`src/design/spms_pkg.sv`:
```
/*
 * constants, register map and field layout of the sector protection mode select block.
 * assumes one 40 MHz clock and an AHB-Lite master issuing single word transfers.
 */
package spms_pkg;

	// ----------------------------------------------------------------
	// register byte addresses
	// ----------------------------------------------------------------
	localparam logic [7:0] SPMS_ADDR_MODE      = 8'h00;
	localparam logic [7:0] SPMS_ADDR_CFG1      = 8'h04;
	localparam logic [7:0] SPMS_ADDR_CFG3      = 8'h08;
	localparam logic [7:0] SPMS_ADDR_PWD_LO    = 8'h0c;
	localparam logic [7:0] SPMS_ADDR_PWD_HI    = 8'h10;
	localparam logic [7:0] SPMS_ADDR_UNLOCK_LO = 8'h14;
	localparam logic [7:0] SPMS_ADDR_UNLOCK_HI = 8'h18;
	localparam logic [7:0] SPMS_ADDR_FREEZE    = 8'h1c;
	localparam logic [7:0] SPMS_ADDR_LOCKS     = 8'h20;
	localparam logic [7:0] SPMS_ADDR_ERASE     = 8'h24;
	localparam logic [7:0] SPMS_ADDR_STATUS    = 8'h28;

	// ----------------------------------------------------------------
	// field positions and masks
	// ----------------------------------------------------------------
	localparam int SPMS_BIT_PERMANENT = 0;
	localparam int SPMS_BIT_PERSIST   = 1;
	localparam int SPMS_BIT_PASSWORD  = 2;
	localparam int SPMS_BIT_READ_PWD  = 5;
	localparam int SPMS_BIT_TOP_BOT   = 5;
	localparam int SPMS_BIT_FREEZE    = 0;

	localparam logic [15:0] SPMS_MODE_RSVD_MASK = 16'hffc0;
	localparam logic [7:0]  SPMS_CFG1_PWD_MASK  = 8'hfc;
	localparam logic [7:0]  SPMS_CFG1_PER_MASK  = 8'h74;
	localparam logic [7:0]  SPMS_CFG3_PER_MASK  = 8'h08;

	// ----------------------------------------------------------------
	// factory and reset values
	// ----------------------------------------------------------------
	localparam logic [15:0] SPMS_MODE_FACTORY = 16'hffff;
	localparam logic [7:0]  SPMS_CFG_FACTORY  = 8'h00;
	localparam logic [63:0] SPMS_PWD_FACTORY  = 64'hffff_ffff_ffff_ffff;
	localparam logic [31:0] SPMS_ALL_ONES     = 32'hffff_ffff;

	localparam logic [1:0] SPMS_HTRANS_NONSEQ = 2'h2;
	localparam logic [2:0] SPMS_HSIZE_WORD    = 3'h2;

endpackage

```
`src/design/spms_mode_gate.sv`:
```
/*
 * decodes the mode selectors into the write and read permissions of the block.
 * assumes the inputs are registered state of the parent.
 */
`timescale 1ns/1ps
module spms_mode_gate
	import spms_pkg::*;
(
	input  wire logic [15:0] mode,
	input  wire logic [7:0]  cfg1,
	input  wire logic        freeze,
	input  wire logic        unlocked,
	output logic             lock_bits_ok,
	output logic             mode_reg_ok,
	output logic             pwd_reg_ok,
	output logic             full_lock,
	output logic [7:0]       cfg1_ok_mask,
	output logic [7:0]       cfg3_ok_mask,
	output logic             top_bottom
);
	logic pwd_on;
	logic per_on;
	logic prm_on;
	logic rdp_on;

	always_comb
	begin
		pwd_on = ~mode[SPMS_BIT_PASSWORD];
		per_on = ~mode[SPMS_BIT_PERSIST];
		prm_on = ~mode[SPMS_BIT_PERMANENT];
		rdp_on = ~mode[SPMS_BIT_READ_PWD];
		full_lock = pwd_on & rdp_on & ~unlocked;
		lock_bits_ok = ~prm_on & freeze & ~(pwd_on & ~unlocked) & ~full_lock;
		mode_reg_ok = ~pwd_on & ~per_on & ~full_lock;
		pwd_reg_ok = ~pwd_on;
		cfg1_ok_mask = ~((pwd_on ? SPMS_CFG1_PWD_MASK : 8'h00)
			| (per_on ? SPMS_CFG1_PER_MASK : 8'h00)
			| (full_lock ? 8'hff : 8'h00));
		cfg3_ok_mask = ~((per_on ? SPMS_CFG3_PER_MASK : 8'h00)
			| (full_lock ? 8'hff : 8'h00));
		top_bottom = cfg1[SPMS_BIT_TOP_BOT];
	end
endmodule

```
`src/design/spms_top.sv`:
```
/*
 * sector protection mode select: nonvolatile mode register, config copies, password,
 * sector lock bits and freeze bit behind an AHB-Lite slave.
 * assumes POWER_ON_RESET stands for power-up of the nonvolatile cells and RESET for
 * a hardware reset; both synchronous to REF_CLK.
 */
`timescale 1ns/1ps
module spms_top
	import spms_pkg::*;
#(
	parameter int NUM_SECTORS = 32
)
(
	input  wire logic                           REF_CLK,
	input  wire logic                           RESET,
	input  wire logic                           POWER_ON_RESET,
	input  wire logic                           HSEL,
	input  wire logic [31:0]                    HADDR,
	input  wire logic [1:0]                     HTRANS,
	input  wire logic                           HWRITE,
	input  wire logic [2:0]                     HSIZE,
	input  wire logic [31:0]                    HWDATA,
	input  wire logic                           HREADY,
	output logic [31:0]                         HRDATA,
	output logic                                HREADYOUT,
	output logic                                HRESP,
	input  wire logic [$clog2(NUM_SECTORS)-1:0] READ_SECTOR,
	output logic                                READ_ALLOW,
	output logic                                MEM_PROGRAM_BLOCK,
	output logic                                LOCK_BITS_WRITABLE,
	output logic [NUM_SECTORS-1:0]              SECTOR_LOCK
);
	import spms_pkg::*;

	// ----------------------------------------------------------------
	// parameter check
	// ----------------------------------------------------------------
	// the lock bits travel as one bus word, so more sectors would need a wider map
	if (NUM_SECTORS < 2 || NUM_SECTORS > 32)
	begin : g_bad_sectors
		$error("NUM_SECTORS must lie between 2 and 32");
	end

	localparam int                     SECTOR_BITS = $clog2(NUM_SECTORS);
	localparam logic [SECTOR_BITS-1:0] TOP_SECTOR  = SECTOR_BITS'(NUM_SECTORS - 1);

	// ----------------------------------------------------------------
	// state
	// ----------------------------------------------------------------
	logic [15:0]            mode_reg,      mode_next;
	logic [7:0]             cfg1_reg,      cfg1_next;
	logic [7:0]             cfg3_reg,      cfg3_next;
	logic [63:0]            pwd_reg,       pwd_next;
	logic [NUM_SECTORS-1:0] locks_reg,     locks_next;
	logic [31:0]            try_lo_reg,    try_lo_next;
	logic                   unlocked_reg,  unlocked_next;
	logic                   freeze_reg,    freeze_next;
	logic                   dsel_reg,      dsel_next;
	logic                   dwr_reg,       dwr_next;
	logic [7:0]             daddr_reg,     daddr_next;
	logic [31:0]            rdata_reg,     rdata_next;

	logic       lock_bits_ok;
	logic       mode_reg_ok;
	logic       pwd_reg_ok;
	logic       full_lock;
	logic [7:0] cfg1_ok_mask;
	logic [7:0] cfg3_ok_mask;
	logic       top_bottom;
	logic       wr;
	logic       addr_phase;
	logic [31:0] status;

	spms_mode_gate spms_mode_gate_inst
	(
		.mode         (mode_reg),
		.cfg1         (cfg1_reg),
		.freeze       (freeze_reg),
		.unlocked     (unlocked_reg),
		.lock_bits_ok (lock_bits_ok),
		.mode_reg_ok  (mode_reg_ok),
		.pwd_reg_ok   (pwd_reg_ok),
		.full_lock    (full_lock),
		.cfg1_ok_mask (cfg1_ok_mask),
		.cfg3_ok_mask (cfg3_ok_mask),
		.top_bottom   (top_bottom)
	);

	// ----------------------------------------------------------------
	// bus phases
	// ----------------------------------------------------------------
	always_comb
	begin
		addr_phase = HSEL & HREADY & HTRANS[1];
		wr = dsel_reg & dwr_reg;
		dsel_next = addr_phase;
		dwr_next = addr_phase & HWRITE;
		daddr_next = addr_phase ? HADDR[7:0] : daddr_reg;
	end

	// ----------------------------------------------------------------
	// register updates
	// ----------------------------------------------------------------
	always_comb
	begin
		mode_next = mode_reg;
		cfg1_next = cfg1_reg;
		cfg3_next = cfg3_reg;
		pwd_next = pwd_reg;
		locks_next = locks_reg;
		try_lo_next = try_lo_reg;
		unlocked_next = unlocked_reg;
		freeze_next = freeze_reg;
		if (wr)
		begin
			if (daddr_reg == SPMS_ADDR_MODE)
			begin
				// nonvolatile cells program only toward zero
				if (mode_reg_ok)
					mode_next = (mode_reg & HWDATA[15:0]) | SPMS_MODE_RSVD_MASK;
			end
			else if (daddr_reg == SPMS_ADDR_CFG1)
			begin
				cfg1_next = (cfg1_reg & ~cfg1_ok_mask) | (HWDATA[7:0] & cfg1_ok_mask);
			end
			else if (daddr_reg == SPMS_ADDR_CFG3)
			begin
				cfg3_next = (cfg3_reg & ~cfg3_ok_mask) | (HWDATA[7:0] & cfg3_ok_mask);
			end
			else if (daddr_reg == SPMS_ADDR_PWD_LO)
			begin
				if (pwd_reg_ok)
					pwd_next[31:0] = HWDATA;
			end
			else if (daddr_reg == SPMS_ADDR_PWD_HI)
			begin
				if (pwd_reg_ok)
					pwd_next[63:32] = HWDATA;
			end
			else if (daddr_reg == SPMS_ADDR_UNLOCK_LO)
			begin
				try_lo_next = HWDATA;
			end
			else if (daddr_reg == SPMS_ADDR_UNLOCK_HI)
			begin
				// correct password opens lock bits and reopens freeze
				if ({HWDATA, try_lo_reg} == pwd_reg && ~pwd_reg_ok)
				begin
					unlocked_next = 1'b1;
					freeze_next = 1'b1;
				end
			end
			else if (daddr_reg == SPMS_ADDR_FREEZE)
			begin
				// writes here can only drop freeze; of the software writes, only a correct password unlock raises it
				if (~HWDATA[SPMS_BIT_FREEZE])
					freeze_next = 1'b0;
			end
			else if (daddr_reg == SPMS_ADDR_LOCKS)
			begin
				// program clears lock bits only when allowed
				if (lock_bits_ok)
					locks_next = locks_reg & HWDATA[NUM_SECTORS-1:0];
			end
			else if (daddr_reg == SPMS_ADDR_ERASE)
			begin
				if (lock_bits_ok)
					locks_next = SPMS_ALL_ONES[NUM_SECTORS-1:0];
			end
		end
	end

	// ----------------------------------------------------------------
	// read data, taken from next values so a write just before is seen; status bits 2 and 3 and the password read gate use current state
	// ----------------------------------------------------------------
	always_comb
	begin
		status = 32'h0000_0000;
		status[0] = unlocked_next;
		status[1] = freeze_next;
		status[2] = lock_bits_ok;
		status[3] = full_lock;
		rdata_next = 32'h0000_0000;
		if (addr_phase && !HWRITE)
		begin
			if (HADDR[7:0] == SPMS_ADDR_MODE)
				rdata_next = {16'h0000, mode_next};
			else if (HADDR[7:0] == SPMS_ADDR_CFG1)
				rdata_next = {24'h000000, cfg1_next};
			else if (HADDR[7:0] == SPMS_ADDR_CFG3)
				rdata_next = {24'h000000, cfg3_next};
			// password reads give no information while password mode holds
			else if (HADDR[7:0] == SPMS_ADDR_PWD_LO)
				rdata_next = pwd_reg_ok ? pwd_next[31:0] : SPMS_ALL_ONES;
			else if (HADDR[7:0] == SPMS_ADDR_PWD_HI)
				rdata_next = pwd_reg_ok ? pwd_next[63:32] : SPMS_ALL_ONES;
			else if (HADDR[7:0] == SPMS_ADDR_FREEZE)
				rdata_next = {31'h00000000, freeze_next};
			else if (HADDR[7:0] == SPMS_ADDR_LOCKS)
				rdata_next = 32'(locks_next);
			else if (HADDR[7:0] == SPMS_ADDR_STATUS)
				rdata_next = status;
		end
	end

	// ----------------------------------------------------------------
	// registers
	// ----------------------------------------------------------------
	always_ff @(posedge REF_CLK)
	begin
		// only power-up restores the nonvolatile cells
		if (POWER_ON_RESET)
		begin
			mode_reg <= SPMS_MODE_FACTORY;
			cfg1_reg <= SPMS_CFG_FACTORY;
			cfg3_reg <= SPMS_CFG_FACTORY;
			pwd_reg <= SPMS_PWD_FACTORY;
			locks_reg <= SPMS_ALL_ONES[NUM_SECTORS-1:0];
		end
		else
		begin
			mode_reg <= mode_next;
			cfg1_reg <= cfg1_next;
			cfg3_reg <= cfg3_next;
			pwd_reg <= pwd_next;
			locks_reg <= locks_next;
		end
		if (POWER_ON_RESET || RESET)
		begin
			try_lo_reg <= 32'h0000_0000;
			unlocked_reg <= 1'b0;
			// freeze starts closed when password mode is selected
			freeze_reg <= POWER_ON_RESET ? 1'b1 : mode_reg[SPMS_BIT_PASSWORD];
			dsel_reg <= 1'b0;
			dwr_reg <= 1'b0;
			daddr_reg <= 8'h00;
			rdata_reg <= 32'h0000_0000;
		end
		else
		begin
			try_lo_reg <= try_lo_next;
			unlocked_reg <= unlocked_next;
			freeze_reg <= freeze_next;
			dsel_reg <= dsel_next;
			dwr_reg <= dwr_next;
			daddr_reg <= daddr_next;
			rdata_reg <= rdata_next;
		end
	end

	// ----------------------------------------------------------------
	// outputs
	// ----------------------------------------------------------------
	always_comb
	begin
		HRDATA = rdata_reg;
		HREADYOUT = 1'b1;
		HRESP = 1'b0;
		SECTOR_LOCK = locks_reg;
		LOCK_BITS_WRITABLE = lock_bits_ok;
		MEM_PROGRAM_BLOCK = full_lock;
		READ_ALLOW = ~full_lock | (READ_SECTOR == (top_bottom ? '0 : TOP_SECTOR));
	end
endmodule

```
`config.mk`:
```
export PLATFORM = sky130hd
export DESIGN_NAME = spms_top
export DESIGN_NICKNAME = d
export VERILOG_FILES = /design/src/design/spms_pkg.sv /design/src/design/spms_mode_gate.sv /design/src/design/spms_top.sv
export SDC_FILE = /design/constraint.sdc
export NUM_CORES = 1
export LEC_CHECK = 0
export BUFFER_PORTS_ARGS = -buffer_cell sky130_fd_sc_hd__buf_2
export CAP_MARGIN = 40
export CORE_MARGIN = 5
export CORE_UTILIZATION = 37
export CTS_CLUSTER_SIZE = 30
export DETAILED_ROUTE_END_ITERATION = 16
export PLACE_DENSITY = 0.58
export SLEW_MARGIN = 30
export SYNTH_ARGS = -nofsm -noshare
export SYNTH_HDL_FRONTEND = slang
export SYNTH_HIERARCHICAL = 1
export SYNTH_SLANG_ARGS = --single-unit
export TNS_END_PERCENT = 30
```
`constraint.sdc`:
```
create_clock -name REF_CLK -period 3.84 [get_ports REF_CLK]
set_clock_uncertainty 0.1 [all_clocks]
set_input_delay 0.384 -clock REF_CLK [delete_from_list [all_inputs] [get_ports REF_CLK]]
set_output_delay 0.384 -clock REF_CLK [all_outputs]
set_load 0.005 [all_outputs]
```
# Word level (Yosys, flattened, before mapping)
# Index checks and enable logic that the tools add are counted.
[op_classes]
eq_ne = 18
n_reduce_logical = 9
n_mux = 69
n_bitwise = 39
[op_table]
columns = ["cell", "n"]
rows = [
  ["32-bit 2-to-1 mux", 24],
  ["64-bit 2-to-1 mux", 4],
  ["16-bit 2-to-1 mux", 6],
  ["8-bit 2-to-1 mux", 9],
  ["64-bit equality test", 1],
  ["8-bit by 5-bit equality test with 1-bit output, second input constant", 6],
  ["32-bit AND", 1],
  ["8-bit AND", 4],
  ["8-bit by 4-bit equality test with 1-bit output, second input constant", 4],
  ["8-bit by 6-bit equality test with 1-bit output, second input constant", 4],
  ["8-bit inverter", 4],
  ["8-bit bitwise OR", 4],
  ["1-bit 2-to-1 mux", 22],
  ["8-bit by 3-bit equality test with 1-bit output, second input constant", 2],
  ["8-bit zero test", 2],
  ["1-bit AND", 12],
  ["1-bit inverter", 11],
  ["4-bit 2-to-1 mux", 2],
  ["4-bit by 8-bit bitwise OR with 8-bit output", 1],
  ["7-bit 2-to-1 mux", 1],
  ["7-bit AND reduction", 1],
  ["6-bit AND", 1],
  ["5-bit equality test", 1],
  ["5-bit 2-to-1 mux", 1],
  ["6 further kinds", 7],
]
[word_totals]
inputBits = 80
regBits = 204
wordCells = 148
out_inout_bits = 69

# Longest topological paths before layout
[logic_depth]
word_depth = 24
mapped_depth = 9
depth_no_buf = 8

# Hierarchy
# The synthesis kept the hierarchy.
[by_module_without_submodules]
columns = ["mod", "area_per_inst_um2", "instances", "cells_each"]
rows = [
  ["spms_top", 9017.4, 1, 1023],
  ["spms_mode_gate", 153.9, 1, 21],
]

# Worst setup path after synthesis
# No wires, ideal clock.
[synth_timing]
kind = "register to register"
start = "reg daddr_reg[7]"
end = "reg rdata_reg[3] (netlist: HRDATA[3])"
t_required_ns = 3.620
arrival_time_ns = 2.041
slack_ns = 1.579
path_stages_with_launch = 8
setup_ns = 0.120
path_buffers = 1
path_cell_list = "dfxtp_1 -> or3_4 -> nor3_1 -> nand4_1 -> buf_2 -> mux2i_1 -> a211oi_1 -> o31a_1"
[synth_via]
elab_chain_len = 19
[synth_lines]
columns = ["item", "line", "text"]
rows = [
  ["start: declaration", "spms_top.sv:60", "logic [7:0] daddr_reg, daddr_next;"],
  ["start signal: assignment", "spms_top.sv:246", "daddr_reg <= daddr_next;"],
  ["8-bit by 6-bit equality test with 1-bit output", "spms_top.sv:165", "else if (daddr_reg == SPMS_ADDR_ERASE)"],
  ["32-bit 2-to-1 mux", "spms_top.sv:165", ""],
  ["32-bit 2-to-1 mux", "spms_top.sv:159", "else if (daddr_reg == SPMS_ADDR_LOCKS)"],
  ["32-bit 2-to-1 mux", "spms_top.sv:153", "else if (daddr_reg == SPMS_ADDR_FREEZE)"],
  ["32-bit 2-to-1 mux", "spms_top.sv:144", "else if (daddr_reg == SPMS_ADDR_UNLOCK_HI)"],
  ["32-bit 2-to-1 mux", "spms_top.sv:140", "else if (daddr_reg == SPMS_ADDR_UNLOCK_LO)"],
  ["32-bit 2-to-1 mux", "spms_top.sv:135", "else if (daddr_reg == SPMS_ADDR_PWD_HI)"],
  ["32-bit 2-to-1 mux", "spms_top.sv:130", "else if (daddr_reg == SPMS_ADDR_PWD_LO)"],
  ["[3 not listed]", "-", ""],
  ["32-bit 2-to-1 mux", "spms_top.sv:114", "if (wr)"],
  ["32-bit 2-to-1 mux", "spms_top.sv:199", "else if (HADDR[7:0] == SPMS_ADDR_LOCKS)"],
  ["32-bit 2-to-1 mux", "spms_top.sv:197", "else if (HADDR[7:0] == SPMS_ADDR_FREEZE)"],
  ["32-bit 2-to-1 mux", "spms_top.sv:195", "else if (HADDR[7:0] == SPMS_ADDR_PWD_HI)"],
  ["32-bit 2-to-1 mux", "spms_top.sv:193", "else if (HADDR[7:0] == SPMS_ADDR_PWD_LO)"],
  ["16-bit 2-to-1 mux", "spms_top.sv:190", "else if (HADDR[7:0] == SPMS_ADDR_CFG3)"],
  ["16-bit 2-to-1 mux", "spms_top.sv:188", "else if (HADDR[7:0] == SPMS_ADDR_CFG1)"],
  ["16-bit 2-to-1 mux *", "spms_top.sv:186", "if (HADDR[7:0] == SPMS_ADDR_MODE)"],
  ["end signal: assignment", "spms_top.sv:247", "rdata_reg <= rdata_next;"],
  ["end: declaration", "spms_top.sv:61", "logic [31:0] rdata_reg, rdata_next;"],
]
# Every way passes the cells marked *; elsewhere a longest branch is shown, timed or not.
# A chain may end at the register's enable or synchronous reset.

# Final worst setup path
[layout_timing]
start = "reg daddr_reg[4]"
end = "reg rdata_reg[1] (netlist: HRDATA[1])"
# Same word-level chain as after synthesis.

==> results.ini <==
[timing]
slew_viol_final=0
worst_pin_slew_ns=0.7724
max_freq_mhz=339.7
tns_ns=0
finalSetupViolCount=0
slew_headroom_pct=48.31
finalCriticalPeriod_ns=2.943
setup_ws_ns=0.8965
rsz0062_at_grt=false
hold_viol_final=0
fin_crit_sh_pct=76.65

[power_and_ir_drop]
power_density_nw_per_um2=425.4
leakage_nw=4.494
irDropWorstVdd_uv=243.3

[detailed_routing]
avgRoutedWirePerCell_um=19.13
via_per_inst=5.280
drtIter0Drc=433
vias=7698
drt_pass1_iterations=5
routed_wl_mm=27.89
ant_nets=0
drc=0

[worst_setup_path]
crit_chain=or4b_2 > nor2_1 > nand4_1 > nor4_2 > nand4_1 > a221oi_1 > o31a_1
critPathMaxStageDelay_ns=0.65
crit_fanout=9
path_class=reg2reg
cp-end-kind=flop
arrival_ns=3.28
startpoint_type=flop
path_common_cell=nand4_1
r2r_slack_ns=0.90
slowest_stage=or4b_2
cp.required_ns=4.18

[final_layout]
seq_area_um2=4084
drive_gt1_share_pct=16.84
num-fill-cells=2503
area.growth.synth_to_final_pct=16.68
antenna_cells=0
largest_reg_flops=64
fin_area_um2=10700
fin_nets=1201
final_util_pct=43.88
final_cell_count_no_fill=1458
multi_input_area_um2=4658

[cts]
cts_tree=yes
cts_buffers=23
clkSlewWorstSetupHoldPaths_ns=0.06
clockRootBuffer=clkbuf_16
cts.sink_count=204
ctsResizeCount=0
cts_hold_buf=0
cts_setup_buffers=0
h-tree-depth=1
clk_latency_ns=0.50
cts_buffer_depth=3

[grt]
grt_max_degree=65
grt_pass1_wl_mm=44.31
grt-ovfl-total=0
grt_pass1_vias=7636
antenna_found_initial=1
grt.total_usage_pct=19.47

[floorplanning]
die_w_um=167.4
ios=149
dieArea_um2=28040
core_um2=24390
start_util_pct=37.60
core.rowCount=57
dieHeight_um=167.4

[place]
port_buffers=118
dpl.hpwl_mm=18.85
gp_congestion=0.8461
pre_cts_ws_ns=0.9314
dp.cells=1420
place_area_um2=9931

[synthesis]
ys_ff_latch=204
ys_seq_area_share_pct=44.53
netlist-cell-type-count=57
synth-main-ff-cell=dfxtp_1
yosys_warnings=6
syn_avg_cell_area_um2=8.785
syn_nets=1124
syn_area_um2=9171
synthArstFlopShare_pct=0
synth_edf_count=0
synthCells=1044

[status]
status=completed

[flow_run]
drv_cap=0

[min_path]
hold_class=in2reg

[where the power goes]
group / internal (mW) / total, mW / switching, mW
registers: 2.12 / 2.12 / 0.00213
clock network: 1.42 / 2.27 / 0.855
logic: 0.0568 / 0.160 / 0.103
total: 3.59 / 4.55 / 0.960
[final cells by class]
class | count | share of cell area, %
repair buffers | 139 | 6.968
flip-flops and latches | 204 | 38.16
well taps | 324 | 3.788
clock inverters | 7 | 1.263
inverters | 10 | 0.3508
multi-input cells | 743 | 43.53
clock buffers | 31 | 5.939
[cells in the final DEF (no fill, tap or decap), types with 8 or more instances in the layout]
master     instances
xor2_1            34
dfxtp_1          204
clkbuf_16         23
inv_1             10
or3_1             12
buf_4             20
nand2b_1         102
o21ai_0           44
nor4_1            10
o22ai_1           34
xnor2_1           17
a211oi_1          23
mux2i_1           78
o21ai_1            8
buf_2            119
nand4_1           12
nor2_1            55
a21oi_1           81
nand2_1          136
nand3_1            8
[layer usage]
metal  global-route usage, %  wire length, µm  up-vias
met2                   30.96            12750      206
li1                        -                -     3765
met3                   2.758             1417       32
met4                   4.728              505        0
met5                       0                0        -
met1                   28.02            13220     3695
[critical path: cells and delay by family (launching register included)]
kind	cells	cell delay [ns]
flip-flops	1	0.57
AO/OA/AOI/OAI	2	0.63
AND/OR/NAND/NOR	5	1.57
[stage by stage]
| step | hold WS (ns) | power (mW) |
|---|---|---|
| after floorplan | 0.3099 | 2.246 |
| after global placement | 0.3238 | 2.326 |
| after detailed placement | 0.3238 | 2.325 |
| after CTS | 0.03660 | 4.589 |
| after global routing | 0.06449 | 4.697 |
| final | 0.05043 | 4.552 |
[final timing paths]
check | startpoint | to | depth (start not counted)
setup / recovery | daddr_reg[4]$_SDFFE_PP0P_ | HRDATA[1]$_SDFF_PP0_ | 7
hold / removal | HWRITE | dwr_reg$_SDFF_PP0_ | 2
setup reg to reg | daddr_reg[4]$_SDFFE_PP0P_ | HRDATA[1]$_SDFF_PP0_ | 7
hold reg to reg | mode_reg[6]$_SDFF_PP1_ | mode_reg[6]$_SDFF_PP1_ | 1
[synthesized netlist by cell type, drive strengths merged, types with 9 or more instances]
cell type | n | share of area, %
a211oi | 23 | 1.9
a21oi | 81 | 4.4
buf | 26 | 1.9
clkbuf | 61 | 2.5
dfxtp | 204 | 45
inv | 10 | 0.41
mux2i | 78 | 8.5
nand2 | 136 | 5.6
nand2b | 102 | 7.0
nand3 | 9 | 0.55
nand4 | 12 | 0.82
nor2 | 56 | 2.3
nor4 | 15 | 1.6
o21ai | 52 | 2.8
o22ai | 34 | 2.3
or3 | 13 | 0.94
xnor2 | 17 | 1.6
xor2 | 34 | 3.2
[cells by family after synthesis]
kind of cell	Yosys count	synth area share, %
xor gates and xnor gates	51	4.870
DFF	204	44.53
and+or+nand+nor	387	22.33
buffers and inverters	97	4.761
other	2	0.08189
muxes	78	8.513
AOI/OAI and AO/OA	225	14.91
No activity file was read; power rests on OpenSTA's default activity.
